==> src/rtl/esw_pkg.sv <==
// esw_pkg: constants and types shared by the mode/wake controller and its host end
// assumes a 200 MHz ref_clk and a synchronous active-high reset
package esw_pkg;

  localparam int unsigned CLK_MHZ          = 200;
  // times in their printed units
  localparam int unsigned GATE_OFF_NS      = 100;
  localparam int unsigned MODE_DELAY_US    = 1000;
  localparam int unsigned WAKE_LOW_US      = 250;
  localparam int unsigned LIN_DOM_US       = 150;
  localparam int unsigned LIN_MASTER_US    = 250;
  // cycle counts: least times round up, longest round down
  localparam int unsigned GATE_OFF_CYC     = (GATE_OFF_NS * CLK_MHZ) / 1000;
  localparam int unsigned MODE_DELAY_CYC   = MODE_DELAY_US * CLK_MHZ;
  localparam int unsigned WAKE_LOW_CYC     = WAKE_LOW_US * CLK_MHZ;
  localparam int unsigned LIN_DOM_CYC      = LIN_DOM_US * CLK_MHZ;
  localparam int unsigned LIN_MASTER_CYC   = LIN_MASTER_US * CLK_MHZ + 1;
  localparam int unsigned TIMER_W          = 18;

  localparam int unsigned PHASES           = 3;
  localparam int unsigned DEAD_W           = 8;
  localparam logic [DEAD_W-1:0] DEAD_RESET = 8'h00;
  localparam logic        SLEEP_SEL_RESET  = 1'b0;
  localparam logic        PULLUP_RESET     = 1'b1;

  // variant select
  localparam logic [0:0] VARIANT_LIN       = 1'h0;
  localparam logic [0:0] VARIANT_XLATE     = 1'h1;

  typedef enum logic [1:0]
  {
    MODE_NORMAL  = 2'b00,
    MODE_PENDING = 2'b01,
    MODE_STANDBY = 2'b10,
    MODE_SLEEP   = 2'b11
  } esw_mode_t;

endpackage : esw_pkg

==> src/rtl/esw_link_if.sv <==
// esw_link_if: pins between the host and the gate driver's control logic
// open-drain pins carry an output enable; the bench resolves only the LIN bus level
`timescale 1ns/1ps
interface esw_link_if;
  import esw_pkg::*;
  logic               chip_on;
  logic [PHASES-1:0]  high_cmd;
  logic [PHASES-1:0]  low_cmd;
  logic [PHASES-1:0]  gate_high;
  logic [PHASES-1:0]  gate_low;
  logic               lin_tx;
  logic               lin_bus_in;
  logic               lin_bus_oe;
  logic               lin_bus_host_oe;
  logic               lin_pullup_on;
  logic               high_volt_input_1;
  logic               high_volt_input_2;
  logic               hv_pullup_on;
  logic               logic_level_output_1_oe;
  logic               logic_level_output_2_oe;
  logic [1:0]         mode;

  modport dev
  (
    input  chip_on, high_cmd, low_cmd, lin_tx, lin_bus_in,
    input  high_volt_input_1, high_volt_input_2,
    output gate_high, gate_low, lin_bus_oe, lin_pullup_on, hv_pullup_on,
    output logic_level_output_1_oe, logic_level_output_2_oe, mode
  );
  modport host
  (
    output chip_on, high_cmd, low_cmd, lin_tx, lin_bus_host_oe,
    input  gate_high, gate_low, mode
  );
endinterface : esw_link_if

==> src/rtl/esw_device.sv <==
// esw_device: mode, wake, gate-enable and pin control of a three-phase gate driver
// assumes all link inputs are asynchronous pins; config bits come from a static strap/port
`timescale 1ns/1ps
module esw_device
#(
  parameter logic [0:0]  VARIANT       = esw_pkg::VARIANT_LIN,
  parameter int unsigned MODE_DELAY    = esw_pkg::MODE_DELAY_CYC,
  parameter int unsigned WAKE_LOW      = esw_pkg::WAKE_LOW_CYC,
  parameter int unsigned LIN_DOM       = esw_pkg::LIN_DOM_CYC
)
(
  input  wire logic                       ref_clk,
  input  wire logic                       rst,
  esw_link_if.dev                         link,
  input  wire logic                       sleep_select,
  input  wire logic                       weak_pullup_bit,
  input  wire logic [esw_pkg::DEAD_W-1:0] third_config_reg,
  input  wire logic                       fault_active,
  output logic                            fault_latched,
  output logic                            amps_on,
  output logic                            high_reg_on,
  output logic                            low_reg_on,
  output logic                            buck_on
);
  import esw_pkg::*;

  // three-stage pin synchronisers; only stages 2 and 3 are looked at
  localparam int unsigned NPIN = 2 + 2 * PHASES + 2;
  logic [NPIN-1:0] pin_raw;
  logic [NPIN-1:0] sync1;
  logic [NPIN-1:0] sync2;
  logic [NPIN-1:0] sync3;
  logic [NPIN-1:0] pin_q;
  // bus and transmit data idle high: a zero reset would fake a bus edge
  localparam logic [NPIN-1:0] PIN_IDLE = {1'b1, {(NPIN-2){1'b0}}, 1'b1};

  // an undriven bus pin resolves high through the pull-up on the wire before reaching here
  assign pin_raw = {link.lin_bus_in, link.high_volt_input_1,
                    link.high_cmd, link.low_cmd, link.chip_on, link.lin_tx};

  always_ff @(posedge ref_clk)
  begin
    if (rst)
    begin
      sync1 <= PIN_IDLE;
      sync2 <= PIN_IDLE;
      sync3 <= PIN_IDLE;
    end
    else
    begin
      sync1 <= pin_raw;
      sync2 <= sync1;
      sync3 <= sync2;
    end
  end

  genvar gi;
  generate
    for (gi = 0; gi < NPIN; gi++)
    begin : g_pin
      always_ff @(posedge ref_clk)
      begin
        if (rst)
          pin_q[gi] <= PIN_IDLE[gi];
        else if (sync2[gi] == sync3[gi])
          pin_q[gi] <= sync3[gi];
      end
    end
  endgenerate

  logic              tx_q;
  logic              ce_q;
  logic [PHASES-1:0] lo_q;
  logic [PHASES-1:0] hi_q;
  logic              hv1_q;
  logic              bus_q;
  assign {bus_q, hv1_q, hi_q, lo_q, ce_q, tx_q} = pin_q;

  // chip-on low seen two stages earlier: gates drop without the debounce wait
  logic ce_fast_low;
  assign ce_fast_low = ~sync2[1];

  logic ce_prev;
  logic hv1_prev;
  logic bus_prev;
  always_ff @(posedge ref_clk)
  begin
    if (rst)
    begin
      ce_prev  <= 1'b0;
      hv1_prev <= 1'b0;
      bus_prev <= 1'b1;
    end
    else
    begin
      ce_prev  <= ce_q;
      hv1_prev <= hv1_q;
      bus_prev <= bus_q;
    end
  end
  logic ce_rise;
  logic hv1_rise;
  logic bus_rise;
  assign ce_rise  = ce_q & ~ce_prev;
  assign hv1_rise = hv1_q & ~hv1_prev;
  assign bus_rise = bus_q & ~bus_prev;

  // low-time counters, saturating; one per watched pin
  logic [TIMER_W-1:0] ce_low_cnt;
  logic [TIMER_W-1:0] hv1_low_cnt;
  logic [TIMER_W-1:0] dom_cnt;
  always_ff @(posedge ref_clk)
  begin
    if (rst || ce_q)
      ce_low_cnt <= '0;
    else if (ce_low_cnt != {TIMER_W{1'b1}})
      ce_low_cnt <= ce_low_cnt + 1'b1;
  end
  always_ff @(posedge ref_clk)
  begin
    if (rst || hv1_q)
      hv1_low_cnt <= '0;
    else if (hv1_low_cnt != {TIMER_W{1'b1}})
      hv1_low_cnt <= hv1_low_cnt + 1'b1;
  end
  always_ff @(posedge ref_clk)
  begin
    if (rst || bus_q)
      dom_cnt <= '0;
    else if (dom_cnt != {TIMER_W{1'b1}})
      dom_cnt <= dom_cnt + 1'b1;
  end

  logic hv1_armed;
  logic dom_armed;
  logic ce_armed;
  assign ce_armed  = 32'(ce_prev ? 0 : ce_low_cnt) >= WAKE_LOW;
  assign hv1_armed = 32'(hv1_low_cnt) > WAKE_LOW;
  assign dom_armed = 32'(dom_cnt) > LIN_DOM;

  esw_mode_t mode;
  logic      wake_ok;
  assign wake_ok = (ce_rise && ce_armed)
                || (VARIANT == VARIANT_XLATE && hv1_rise && hv1_armed)
                || (VARIANT == VARIANT_LIN && bus_rise && dom_armed);

  always_ff @(posedge ref_clk)
  begin
    if (rst)
      mode <= MODE_STANDBY;
    else
    begin
      case (mode)
        MODE_NORMAL:
          if (!ce_q)
            mode <= MODE_PENDING;
        MODE_PENDING:
          if (ce_q)
            mode <= MODE_NORMAL;
          else if (32'(ce_low_cnt) >= MODE_DELAY)
            mode <= sleep_select ? MODE_SLEEP : MODE_STANDBY;
        MODE_STANDBY:
          if (ce_q)
            mode <= MODE_NORMAL;
        MODE_SLEEP:
          if (wake_ok)
            mode <= ce_q ? MODE_NORMAL : MODE_STANDBY;
        default:
          mode <= MODE_STANDBY;
      endcase
    end
  end

  // hardware keeps setting while the cause persists, so set beats clear
  always_ff @(posedge ref_clk)
  begin
    if (rst)
      fault_latched <= 1'b0;
    else if (fault_active)
      fault_latched <= 1'b1;
    else if (ce_rise)
      fault_latched <= 1'b0;
  end

  // power rails follow the mode
  always_ff @(posedge ref_clk)
  begin
    if (rst)
    begin
      amps_on     <= 1'b0;
      high_reg_on <= 1'b0;
      low_reg_on  <= 1'b0;
      buck_on     <= 1'b0;
    end
    else
    begin
      amps_on     <= ce_q && mode != MODE_SLEEP;
      high_reg_on <= ce_q && mode != MODE_SLEEP;
      low_reg_on  <= mode != MODE_SLEEP
                  && (VARIANT == VARIANT_LIN || ce_q);
      buck_on     <= mode != MODE_SLEEP;
    end
  end

  // dead time per phase: a side turns on only after the other has been off long enough
  logic [DEAD_W-1:0] hi_off_cnt [PHASES];
  logic [DEAD_W-1:0] lo_off_cnt [PHASES];
  generate
    for (gi = 0; gi < PHASES; gi++)
    begin : g_phase
      always_ff @(posedge ref_clk)
      begin
        if (rst || link.gate_high[gi])
          hi_off_cnt[gi] <= '0;
        else if (hi_off_cnt[gi] != {DEAD_W{1'b1}})
          hi_off_cnt[gi] <= hi_off_cnt[gi] + 1'b1;
      end
      always_ff @(posedge ref_clk)
      begin
        if (rst || link.gate_low[gi])
          lo_off_cnt[gi] <= '0;
        else if (lo_off_cnt[gi] != {DEAD_W{1'b1}})
          lo_off_cnt[gi] <= lo_off_cnt[gi] + 1'b1;
      end
      always_ff @(posedge ref_clk)
      begin
        // gates wait for the normal state so they never lead the mode output
        if (rst || ce_fast_low || !ce_q || mode != MODE_NORMAL
            || (hi_q[gi] && lo_q[gi]))
        begin
          link.gate_high[gi] <= 1'b0;
          link.gate_low[gi]  <= 1'b0;
        end
        else
        begin
          link.gate_high[gi] <= hi_q[gi] && !link.gate_low[gi]
                             && lo_off_cnt[gi] >= third_config_reg;
          link.gate_low[gi]  <= lo_q[gi] && !link.gate_high[gi]
                             && hi_off_cnt[gi] >= third_config_reg;
        end
      end
    end
  endgenerate

  // pins: translators, LIN driver and pull-ups
  logic pullup_sample;
  always_ff @(posedge ref_clk)
  begin
    if (rst)
      pullup_sample <= PULLUP_RESET;
    else if (!ce_q)
      pullup_sample <= weak_pullup_bit;
  end

  always_ff @(posedge ref_clk)
  begin
    if (rst)
    begin
      link.lin_bus_oe              <= 1'b0;
      link.lin_pullup_on           <= 1'b0;
      link.hv_pullup_on            <= 1'b0;
      link.logic_level_output_1_oe <= 1'b0;
      link.logic_level_output_2_oe <= 1'b0;
      link.mode                    <= MODE_STANDBY;
    end
    else
    begin
      // pulled low only; released means the external pull-up sets the level
      link.lin_bus_oe              <= VARIANT == VARIANT_LIN && ce_q && !tx_q;
      link.lin_pullup_on           <= VARIANT == VARIANT_LIN
                                   && (mode == MODE_NORMAL || mode == MODE_PENDING
                                   || (mode == MODE_STANDBY && pullup_sample));
      link.hv_pullup_on            <= VARIANT == VARIANT_XLATE && pullup_sample;
      link.logic_level_output_1_oe <= VARIANT == VARIANT_XLATE
                                   && mode != MODE_SLEEP && !hv1_q;
      link.logic_level_output_2_oe <= VARIANT == VARIANT_XLATE
                                   && mode != MODE_SLEEP && !link.high_volt_input_2;
      link.mode                    <= mode;
    end
  end

endmodule : esw_device

==> src/flat_wrapper.sv <==
// flat-port wrapper written by rule: the top's interface ports become plain ports
module esw_device_flat import esw_pkg::*;
#(
  parameter logic [0:0]  VARIANT       = esw_pkg::VARIANT_LIN,
  parameter int unsigned MODE_DELAY    = esw_pkg::MODE_DELAY_CYC,
  parameter int unsigned WAKE_LOW      = esw_pkg::WAKE_LOW_CYC,
  parameter int unsigned LIN_DOM       = esw_pkg::LIN_DOM_CYC
)
  (ref_clk, rst, sleep_select, weak_pullup_bit, third_config_reg, fault_active, fault_latched, amps_on, high_reg_on, low_reg_on, buck_on, link_chip_on, link_high_cmd, link_low_cmd, link_lin_tx, link_lin_bus_in, link_high_volt_input_1, link_high_volt_input_2, link_gate_high, link_gate_low, link_lin_bus_oe, link_lin_pullup_on, link_hv_pullup_on, link_logic_level_output_1_oe, link_logic_level_output_2_oe, link_mode);
  esw_link_if link_i ();
  input  wire logic ref_clk;
  input  wire logic rst;
  input  wire logic sleep_select;
  input  wire logic weak_pullup_bit;
  input  wire logic [esw_pkg::DEAD_W-1:0] third_config_reg;
  input  wire logic fault_active;
  output logic fault_latched;
  output logic amps_on;
  output logic high_reg_on;
  output logic low_reg_on;
  output logic buck_on;
  input wire logic [$bits(link_i.chip_on)-1:0] link_chip_on;
  input wire logic [$bits(link_i.high_cmd)-1:0] link_high_cmd;
  input wire logic [$bits(link_i.low_cmd)-1:0] link_low_cmd;
  input wire logic [$bits(link_i.lin_tx)-1:0] link_lin_tx;
  input wire logic [$bits(link_i.lin_bus_in)-1:0] link_lin_bus_in;
  input wire logic [$bits(link_i.high_volt_input_1)-1:0] link_high_volt_input_1;
  input wire logic [$bits(link_i.high_volt_input_2)-1:0] link_high_volt_input_2;
  output wire logic [$bits(link_i.gate_high)-1:0] link_gate_high;
  output wire logic [$bits(link_i.gate_low)-1:0] link_gate_low;
  output wire logic [$bits(link_i.lin_bus_oe)-1:0] link_lin_bus_oe;
  output wire logic [$bits(link_i.lin_pullup_on)-1:0] link_lin_pullup_on;
  output wire logic [$bits(link_i.hv_pullup_on)-1:0] link_hv_pullup_on;
  output wire logic [$bits(link_i.logic_level_output_1_oe)-1:0] link_logic_level_output_1_oe;
  output wire logic [$bits(link_i.logic_level_output_2_oe)-1:0] link_logic_level_output_2_oe;
  output wire logic [$bits(link_i.mode)-1:0] link_mode;
  assign link_i.chip_on = link_chip_on;
  assign link_i.high_cmd = link_high_cmd;
  assign link_i.low_cmd = link_low_cmd;
  assign link_i.lin_tx = link_lin_tx;
  assign link_i.lin_bus_in = link_lin_bus_in;
  assign link_i.high_volt_input_1 = link_high_volt_input_1;
  assign link_i.high_volt_input_2 = link_high_volt_input_2;
  assign link_gate_high = link_i.gate_high;
  assign link_gate_low = link_i.gate_low;
  assign link_lin_bus_oe = link_i.lin_bus_oe;
  assign link_lin_pullup_on = link_i.lin_pullup_on;
  assign link_hv_pullup_on = link_i.hv_pullup_on;
  assign link_logic_level_output_1_oe = link_i.logic_level_output_1_oe;
  assign link_logic_level_output_2_oe = link_i.logic_level_output_2_oe;
  assign link_mode = link_i.mode;
  esw_device #(.VARIANT(VARIANT), .MODE_DELAY(MODE_DELAY), .WAKE_LOW(WAKE_LOW), .LIN_DOM(LIN_DOM)) u_core (.ref_clk(ref_clk), .rst(rst), .link(link_i), .sleep_select(sleep_select), .weak_pullup_bit(weak_pullup_bit), .third_config_reg(third_config_reg), .fault_active(fault_active), .fault_latched(fault_latched), .amps_on(amps_on), .high_reg_on(high_reg_on), .low_reg_on(low_reg_on), .buck_on(buck_on));
endmodule
==> config.mk <==
export PLATFORM = sky130hd
export DESIGN_NAME = esw_device_flat
export DESIGN_NICKNAME = d
export VERILOG_FILES = /design/src/rtl/esw_pkg.sv /design/src/rtl/esw_link_if.sv /design/src/rtl/esw_device.sv /design/src/flat_wrapper.sv
export SDC_FILE = /design/constraint.sdc
export NUM_CORES = 1
export LEC_CHECK = 0
export BUFFER_PORTS_ARGS = -buffer_cell sky130_fd_sc_hd__buf_2
export CAP_MARGIN = 0
export CORE_MARGIN = 2
export CORE_UTILIZATION = 43
export CTS_BUF_LIST = sky130_fd_sc_hd__clkbuf_16
export DETAILED_ROUTE_END_ITERATION = 8
export PLACE_DENSITY_LB_ADDON = 0.2
export SYNTH_ARGS = -nofsm -noshare
export SYNTH_HDL_FRONTEND = slang
export SYNTH_SLANG_ARGS = --single-unit
==> constraint.sdc <==
create_clock -name ref_clk -period 4.3 [get_ports ref_clk]
set_input_delay 0.43 -clock ref_clk [delete_from_list [all_inputs] [get_ports ref_clk]]
set_output_delay 0.43 -clock ref_clk [all_outputs]
set_load 0.005 [all_outputs]
==> summary.md, run 1 <==
• **FMAX** 451 MHz
• **startpoint class of the critical path** register
• **unrepaired setup endpoints after global routing** no
• **largest clock skew in the final design** 0.00684 ns
• **outcome** finished clean
• **detailed placer's ending HPWL** 9860 µm
• **most used routing layer** met2
• **element type at the critical path end** register
• **Period Utilization, post-route** 51.5%
• **clock input transition at the sequential cells of the worst setup and hold paths** 0.06 ns
• **Final Instance Count excl. Fillers** 991
• **# H-tree levels** 4
• **setup-violating endpoint count in the final report** 0
• **post-synthesis cell type count** 55
• **Core Footprint** 15900 µm²
• **number of buffers inserted during clock tree synthesis** 17
• **Syn-to-layout area delta** 12.8%
• **share of the yosys chip area belonging to registers** 46.5%
• **data arrival at the endpoint of the critical path** 2.53 ns
• **# fillers** 1518
• **# diodes** 0
• **GRT Overall Usage** 16.5%
• **GR Overflow Total** 0
• **Total Routed Length** 13900 µm
• **Max-Cap Viols** 0
• **clock insertion delay at the later pin of the skew report** 0.42 ns
• **count of buffers inserted at the top-level ports** 36
• **cell area power density** 377 nW/µm²
• **setup TNS** 0 ns
• **gate count after technology mapping** 727
• **grt met1 use** 20.6%
• **detailed-route via count** 5139
• **Cell Area, Synth** 6980 µm²
• **most frequently used cell type in the post-synthesis netlist** nor2_1
• **root buf cell** clkbuf_16
• **Post-Syn Area per Cell** 9.60 µm²
• **most frequently used flop master after synthesis** dfxtp_1
• **post-synth top area cell** dfxtp_1
• **placer congestion estimate** 0.805
• **Die Outline Area** 17300 µm²
• **final max-slew violation count** 0
• **Worst IR Drop VDD** 0.303 mV
• **routed length per instance** 14.1 µm
• **number of antenna violations at the first check in global routing** 0
• **ys async rst share** 0%
• **number of vias per cell** 5.19
• **total of flip-flops plus latches after synthesis** 138
• **placed instance count** 959
• **worst rel slew slack** 49.9%
• **number of synthesis warnings** 0
• **sequential cell area in the final layout** 3240 µm²
• **number of clock sinks** 138
• **largest net degree at the start of global routing** 39
• **Crit path required time** 4.61 ns
• **M3 GR Usage** 4.17%
• **Placement Rows** 46
• **setup slack on the worst flop-to-flop path** 2.08 ns
• **nets** 844
• **number of enable-type register cells in the synthesized netlist** 48
• **cell types with the largest area share after synthesis** dfxtp_1 26%, edfxtp_1 21%, ha_1 10%, nor2_1 5.2%, xor2_1 4.9%
• **top-area cell type share of the netlist area** 25.8%
• **count of pins on the block boundary** 42
• **Least-Margin Pin Slew** 0.745 ns
• **buffers inserted during post-CTS setup optimization** 0
• **commonest cells in the netlist** 96 x nor2_1, 90 x dfxtp_1, 58 x ha_1
• **Lkg Pwr** 3.21 nW
• **area of the multi-input gates** 3510 µm²
• **via count of the first global-routing pass** 4907
• **final std cell area, no fill** 7870 µm²
• **vertical die dimension** 131 µm
• **Chip Width** 131 µm
• **met2 usage in global routing** 27.0%
• **worst hold path class** in -> reg
• **layout cell share with drive strength beyond 1** 10.8%
• **count of hold-fix buffers inserted at cts** 0
• **kind of critical path** reg -> reg
• **post_cts resized** 0
• **wire length of the first global-routing pass** 23300 µm
• **crit-path max FO** 4
• **post-route ant nets** 0
• **Max Root-Sink Buffers** 2
• **worst hold margin** 0.188 ns
• **initial core utilization** 43.9%
• **# DRC** 0
• **first-iteration detailed-routing DRC count** 306
• **cell area after placement** 7330 µm²
• **Final Hold Viols** 0
• **post-layout minimum cycle time** 2.22 ns
• **TritonCTS clock tree** done
• **number of detailed-routing iterations run before antenna repair** 4
==> placed cells by master (no fill, tap or decap), types with 21 or more instances in the layout <==
cell type,n
ha_1,58
xnor2_1,24
nor3_1,21
nor2b_1,33
nor2_1,96
nand2_1,40
dfxtp_1,90
buf_2,36
a21oi_1,39
o21ai_0,27
edfxtp_1,48
xor2_1,39
inv_1,32
nand3_1,36
==> worst max-delay path, cell delays in order (launching register included) <==
cell,delay [ns]
dfxtp_1,0.34
inv_1,0.06
ha_1,0.12
or3b_1,0.34
or4_1,0.39
nor3_1,0.24
nor4_2,0.10
o21ai_1,0.17
mux2_1,0.33
==> cells by family (layout without fill, tap and decap cells) <==
family | after synthesis | in the layout | synth area share, %
simple gates | 310 | 310 | 22.8
mux | 1 | 1 | 0.161
fa+ha+maj | 58 | 58 | 10.4
compound gates | 101 | 101 | 8.84
xor+xnor | 63 | 63 | 7.91
buf+inv | 55 | 101 | 3.33
flops | 138 | 138 | 46.5
other cells | 1 | 3 | 0.0537
==> final cells by class <==
cell class                      instances  share of cell area [%]
Multi-Input combinational cell        536                    44.6
Sequential cell                       138                    41.2
Inverter                               32                    1.53
Clock buffer                           17                    5.40
Tap cell                              216                    3.43
Clock inverter                         15                    1.46
Timing Repair Buffer                   37                    2.38
==> report_power, final <==
part / internal, W / switching [W] / leakage [nW]
Sequential: 0.00139 / 0.0000415 / 1.31
Clock: 0.000747 / 0.000597 / 0.261
Combinational: 0.0000906 / 0.000103 / 1.64
==> registers in the layout (all words and copies together) (netlist names) <==
name	flops
u_core.bus_q	1
u_core.tx_q	1
u_core.ce_prev	1
u_core.hi_q	3
u_core.sync1	9
u_core.link.lin_pullup_on	1
u_core.link.gate_high	3
u_core.dom_cnt	18
u_core.sync3	9
u_core.low_reg_on	1
u_core.link.lin_bus_oe	1
u_core.link.mode	2
u_core.lo_off_cnt	24
u_core.link.gate_low	3
u_core.lo_q	3
u_core.sync2	9
u_core.ce_q	1
u_core.ce_low_cnt	18
u_core.bus_prev	1
u_core.mode	2
u_core.pullup_sample	1
u_core.fault_latched	1
u_core.hi_off_cnt	24
u_core.amps_on	1
==> routing by layer <==
layer	vias up	part of all wire, %
met4	0	2.9
met1	2414	46
li1	2611	-
met5	-	0
met3	30	3.4
met2	84	47
==> path summary, 6_finish.rpt <==
path / from / depth (start not counted) / to
max: u_core.dom_cnt[0] / 8 / u_core.mode[0]
min: link_lin_bus_in / 2 / u_core.sync1[9]
max reg2reg: u_core.dom_cnt[0] / 8 / u_core.mode[0]
min reg2reg: u_core.sync1[9] / 1 / u_core.sync2[9]
==> metrics by stage <==
step                power (W)  setup WS [ns]  utilization, %
detailed placement    0.00165           2.09            46.2
floorplan             0.00159           2.23               -
global route          0.00309           1.91            49.6
finish                0.00296           2.08            49.6
global placement      0.00164           2.09            46.2
CTS                   0.00300           2.07            49.6
Note: power is estimated with default switching activity, not from simulation.
==> run 2: changes to the inputs <==
Clock period 4.3 ns to 2.1 ns, I/O delays scaled along.
==> summary.md, run 2 (synthesized netlist as in run 1, its figures left out) <==
• **outcome** finished with violations
• **violations in the final reports** setup timing
• **initial core utilization** 43.9%
• **# fillers** 1510
• **FMAX** 476 MHz
• **Worst Slack Setup Final** -0.00197 ns
• **wire length of the first global-routing pass** 23800 µm
• **Syn-to-layout area delta** 16.3%
• **first-iteration detailed-routing DRC count** 320
• **GR Overflow Total** 0
• **most common cell after layout, fill and taps aside** nor2_1
• **Gate power share** 7.6%
• **net switching power of the design** 0.00142 W
• **clock input transition at the sequential cells of the worst setup and hold paths** 0.06 ns
• **switching fraction of total power** 22.7%
• **element type at the critical path end** register
• **number of vias per cell** 5.24
• **TritonCTS clock tree** done
• **largest net degree at the start of global routing** 46
• **Final Hold Viols** 0
• **Max-Cap Viols** 0
• **count of pins on the block boundary** 42
• **# DRC** 0
• **number of antenna violations at the first check in global routing** 0
• **Worst IR Drop VDD** 0.603 mV
• **final max-slew violation count** 0
• **via count of the first global-routing pass** 5154
• **source of the worst hold timing path** link_low_cmd[2]
• **Final Instance Count excl. Fillers** 1014
• **crit-path max FO** 2
• **unrepaired setup endpoints after global routing** yes
• **startpoint of the worst-slack reg-to-reg timing path** u_core.dom_cnt[1]
• **setup TNS** -0.00197 ns
• **Lkg Pwr** 3.37 nW
• **routed length per instance** 13.8 µm
• **detailed-route via count** 5311
• **CP max stage cell** or4_4
• **layout cell share with drive strength beyond 1** 12.4%
• **root buf cell** clkbuf_16
• **number of detailed-routing iterations run before antenna repair** 5
• **setup-violating endpoint count in the final report** 1
• **detailed placer's ending HPWL** 9980 µm
• **internal power** 0.00481 W
• **# diodes** 0
• **Die Outline Area** 17300 µm²
• **worst hold margin** 0.0132 ns
• **GRT Overall Usage** 16.8%
• **maximum single-stage delay on the critical path** 0.43 ns
• **overall power after layout** 0.00623 W
• **Max Root-Sink Buffers** 2
• **clock insertion delay at the later pin of the skew report** 0.42 ns
• **nets** 867
• **cell area power density** 767 nW/µm²
• **area of the multi-input gates** 3530 µm²
• **sequential cell area in the final layout** 3240 µm²
• **leading cell types in the layout, fill and taps excluded** 96 x nor2_1, 90 x dfxtp_1, 58 x ha_1
• **largest clock skew in the final design** 0.00718 ns
• **CP Buf/Inv Count** 1
• **number of buffers inserted during clock tree synthesis** 17
• **sequential share of power** 46.5%
• **origin of the worst setup path** u_core.dom_cnt[1]
• **Core Footprint** 15900 µm²
• **kind of critical path** reg -> reg
• **Placement Rows** 46
• **Total Routed Length** 14000 µm
• **count of buffers inserted at the top-level ports** 36
• **placed instance count** 975
• **Chip Width** 131 µm
• **placer congestion estimate** 0.799
• **# H-tree levels** 4
• **critical path cell sequence** inv_1 -> ha_1 -> or3b_1 -> or4_4 -> nor3_4 -> nor4_2 -> o21ai_1 -> mux2_1
• **vertical die dimension** 131 µm
• **post-layout minimum cycle time** 2.10 ns
• **biggest regs** u_core.hi_off_cnt: 24 flops, u_core.lo_off_cnt: 24 flops
• **number of clock sinks** 138
• **clock network power share** 45.8%
• **post-route ant nets** 0
• **Period Utilization, post-route** 100%
• **startpoint class of the critical path** register
• **data arrival at the endpoint of the critical path** 2.40 ns
• **Top Family by Delay on Critical Path** simple AND/OR/NAND/NOR gates
• **Crit path required time** 2.40 ns
• **worst hold path class** in -> reg
run 2: per-stage QoR:
stage	cell area, µm²	setup WS, ns	util, %
floorplan	6990	0.0340	-
global placement	7450	-0.0146	46.9
detailed placement	7450	-0.0748	46.9
CTS	8100	0.00632	51.0
global route	8120	-0.0852	51.1
finish	8120	-0.00197	51.1
run 2: worst paths after layout:
| check | end | slack [ns] | depth (start not counted) |
|---|---|---|---|
| worst max-delay path | u_core.mode[0] | -0.002 | 8 |
| worst min-delay path | u_core.sync1[4] | 0.01 | 2 |
| worst max register to register | u_core.mode[0] | -0.002 | 8 |
| worst min register to register | u_core.sync2[9] | 0.40 | 1 |
run 2: cell type report:
cell class | count | area share (%)
Multi-Input combinational cell | 536 | 43.5
Sequential cell | 138 | 40.0
Clock buffer | 19 | 5.86
Timing Repair Buffer | 60 | 4.65
Tap cell | 216 | 3.33
Inverter | 32 | 1.48
Clock inverter | 13 | 1.20
run 2: power groups by stage:
stage	Sequential, W	Combinational (W)	Clock (W)
2_1_floorplan	0.00294	0.000320	0
3_3_place_gp	0.00295	0.000437	0
3_5_place_dp	0.00296	0.000458	0
4_1_cts	0.00290	0.000470	0.00292
5_1_grt	0.00291	0.000545	0.00304
6_report	0.00290	0.000476	0.00285
run 2: repair_timing:
action,4_1_cts,5_1_grt
pin swaps,2,0
setup buffers,0,0
setup endpoints to repair,1,2
hold buffers,7,0
endpoints found under the hold margin,7,0
gates resized for setup,1,3
cloned,0,0
run 2: metal layers:
layer / routed length [µm] / vias up / track usage, %
li1: - / 2653 / -
met1: 6430 / 2563 / 20.3
met2: 6970 / 82 / 29.0
met3: 473 / 13 / 4.67
met4: 151 / 0 / 5.25
met5: 0 / - / 0
==> run 3: changes to the inputs <==
Settings changed: SETUP_SLACK_MARGIN from default to 0.2.
==> summary.md, run 3 (synthesized netlist as in run 1, its figures left out) <==
• **post-layout minimum cycle time** 2.11 ns
• **clock insertion delay at the later pin of the skew report** 0.42 ns
• **Lkg Pwr** 3.35 nW
• **number of clock sinks** 138
• **count of buffers inserted at the top-level ports** 36
• **largest clock skew in the final design** 0.00664 ns
• **area of the multi-input gates** 3550 µm²
• **post-route ant nets** 0
• **detailed-route via count** 5234
• **vertical die dimension** 131 µm
• **number of detailed-routing iterations run before antenna repair** 6
• **most common cell after layout, fill and taps aside** nor2_1
• **Crit path required time** 2.40 ns
• **data arrival at the endpoint of the critical path** 2.41 ns
• **placer congestion estimate** 0.804
• **nets** 865
• **wire length of the first global-routing pass** 23400 µm
• **number of buffers inserted during clock tree synthesis** 17
• **unrepaired setup endpoints after global routing** yes
• **Max-Cap Viols** 0
• **initial core utilization** 43.9%
• **detailed placer's ending HPWL** 9740 µm
• **element type at the critical path end** register
• **post-layout utilization of the core** 50.7%
• **worst setup slack after placement** -0.0146 ns
• **Chip Width** 131 µm
• **count of pins on the block boundary** 42
• **final max-slew violation count** 0
• **Final Hold Viols** 0
• **layout cell share with drive strength beyond 1** 12.6%
• **kind of critical path** reg -> reg
• **Die Outline Area** 17300 µm²
• **via count of the first global-routing pass** 5083
• **# fillers** 1471
• **Syn-to-layout area delta** 15.3%
• **first-iteration detailed-routing DRC count** 261
• **cell area power density** 734 nW/µm²
• **final std cell area, no fill** 8050 µm²
• **sequential cell area in the final layout** 3250 µm²
• **Worst IR Drop VDD** 0.585 mV
• **FF-to-FF path depth** 8
• **largest net degree at the start of global routing** 62
• **cell count of the worst hold path** 2
• **Worst Slack Setup Final** -0.00897 ns
• **# DRC** 0
• **TritonCTS clock tree** done
• **Placement Rows** 46
• **routed length per instance** 13.9 µm
• **leading cell types in the layout, fill and taps excluded** 96 x nor2_1, 88 x dfxtp_1, 57 x ha_1
• **Period Utilization, post-route** 100%
• **worst hold path class** in -> reg
• **root buf cell** clkbuf_16
• **FMAX** 474 MHz
• **Max Root-Sink Buffers** 2
• **crit-path max FO** 3
• **GR Overflow Total** 0
• **# H-tree levels** 4
• **GRT Overall Usage** 16.6%
• **# diodes** 0
• **outcome** finished with violations
• **biggest regs** u_core.hi_off_cnt: 24 flops, u_core.lo_off_cnt: 24 flops
• **cell area after placement** 7440 µm²
• **startpoint class of the critical path** register
• **clock input transition at the sequential cells of the worst setup and hold paths** 0.06 ns
• **number of vias per cell** 5.19
• **violations in the final reports** setup timing
• **setup-violating endpoint count in the final report** 1
• **number of antenna violations at the first check in global routing** 0
• **Core Footprint** 15900 µm²
• **overall power after layout** 0.00591 W
• **Total Routed Length** 14000 µm
• **setup TNS** -0.00897 ns
-- run 3: cell types whose count changed in the layout (fill, tap and decap cells not counted), sizes merged --
cell,change
buf,+2
clkbuf,-1
bufinv,-1
dlygate4sd3,-4
clkinvlp,-1
inv,+3
clkinv,-3
-- run 3: final timing paths --
path / start / endpoint / slack, ns
max reg2reg: u_core.dom_cnt[0] / u_core.mode[0] / -0.009
max: u_core.dom_cnt[0] / u_core.mode[0] / -0.009
min: link_low_cmd[1] / u_core.sync1[3] / 0.01
min reg2reg: u_core.sync1[6] / u_core.sync2[6] / 0.43
-- run 3: through the flow --
step	hold WS [ns]	cells
after floorplan	0.314	729
after CTS	0.00134	1003
final	0.0111	1009
after global routing	0.0116	1009
after detailed placement	0.401	971
after global placement	0.402	971
-- run 3: worst max-delay path, stage by stage, from the launching register on --
cell     delay (ns)
dfxtp_2        0.32
inv_2          0.06
ha_4           0.12
or3b_1         0.35
or4_4          0.43
nor3_4         0.17
nor4_4         0.06
o21ai_1        0.14
mux2_1         0.34
-- run 3: cell type report --
| cell class | instances | share of cell area, % |
|---|---|---|
| Tap cell | 216 | 3.36 |
| Multi-Input combinational cell | 536 | 44.2 |
| Timing Repair Buffer | 58 | 4.54 |
| Sequential cell | 138 | 40.3 |
| Clock buffer | 18 | 5.60 |
| Clock inverter | 11 | 0.529 |
| Inverter | 32 | 1.49 |
-- run 3: metal layers --
layer	vias to the layer above	track usage [%]	part of all wire, %
met5	-	0	0
met4	0	4.95	1.5
met3	23	5.02	4.1
met2	101	28.5	48
met1	2467	20.1	46
li1	2643	-	-
-- run 3: timing repair --
action,4_1_cts,5_1_grt
endpoints found under the setup margin,2,5
gates resized for setup,2,8
pin swaps,1,1
endpoints found under the hold margin,3,0
setup buffers,0,6
cloned,0,0
hold buffers,3,0
-- run 3: report_power, final --
part	leakage [nW]	internal [W]	switching (W)
Sequential	1.31	0.00284	0.0000755
Clock	0.262	0.00151	0.00102
Combinational	1.77	0.000228	0.000232
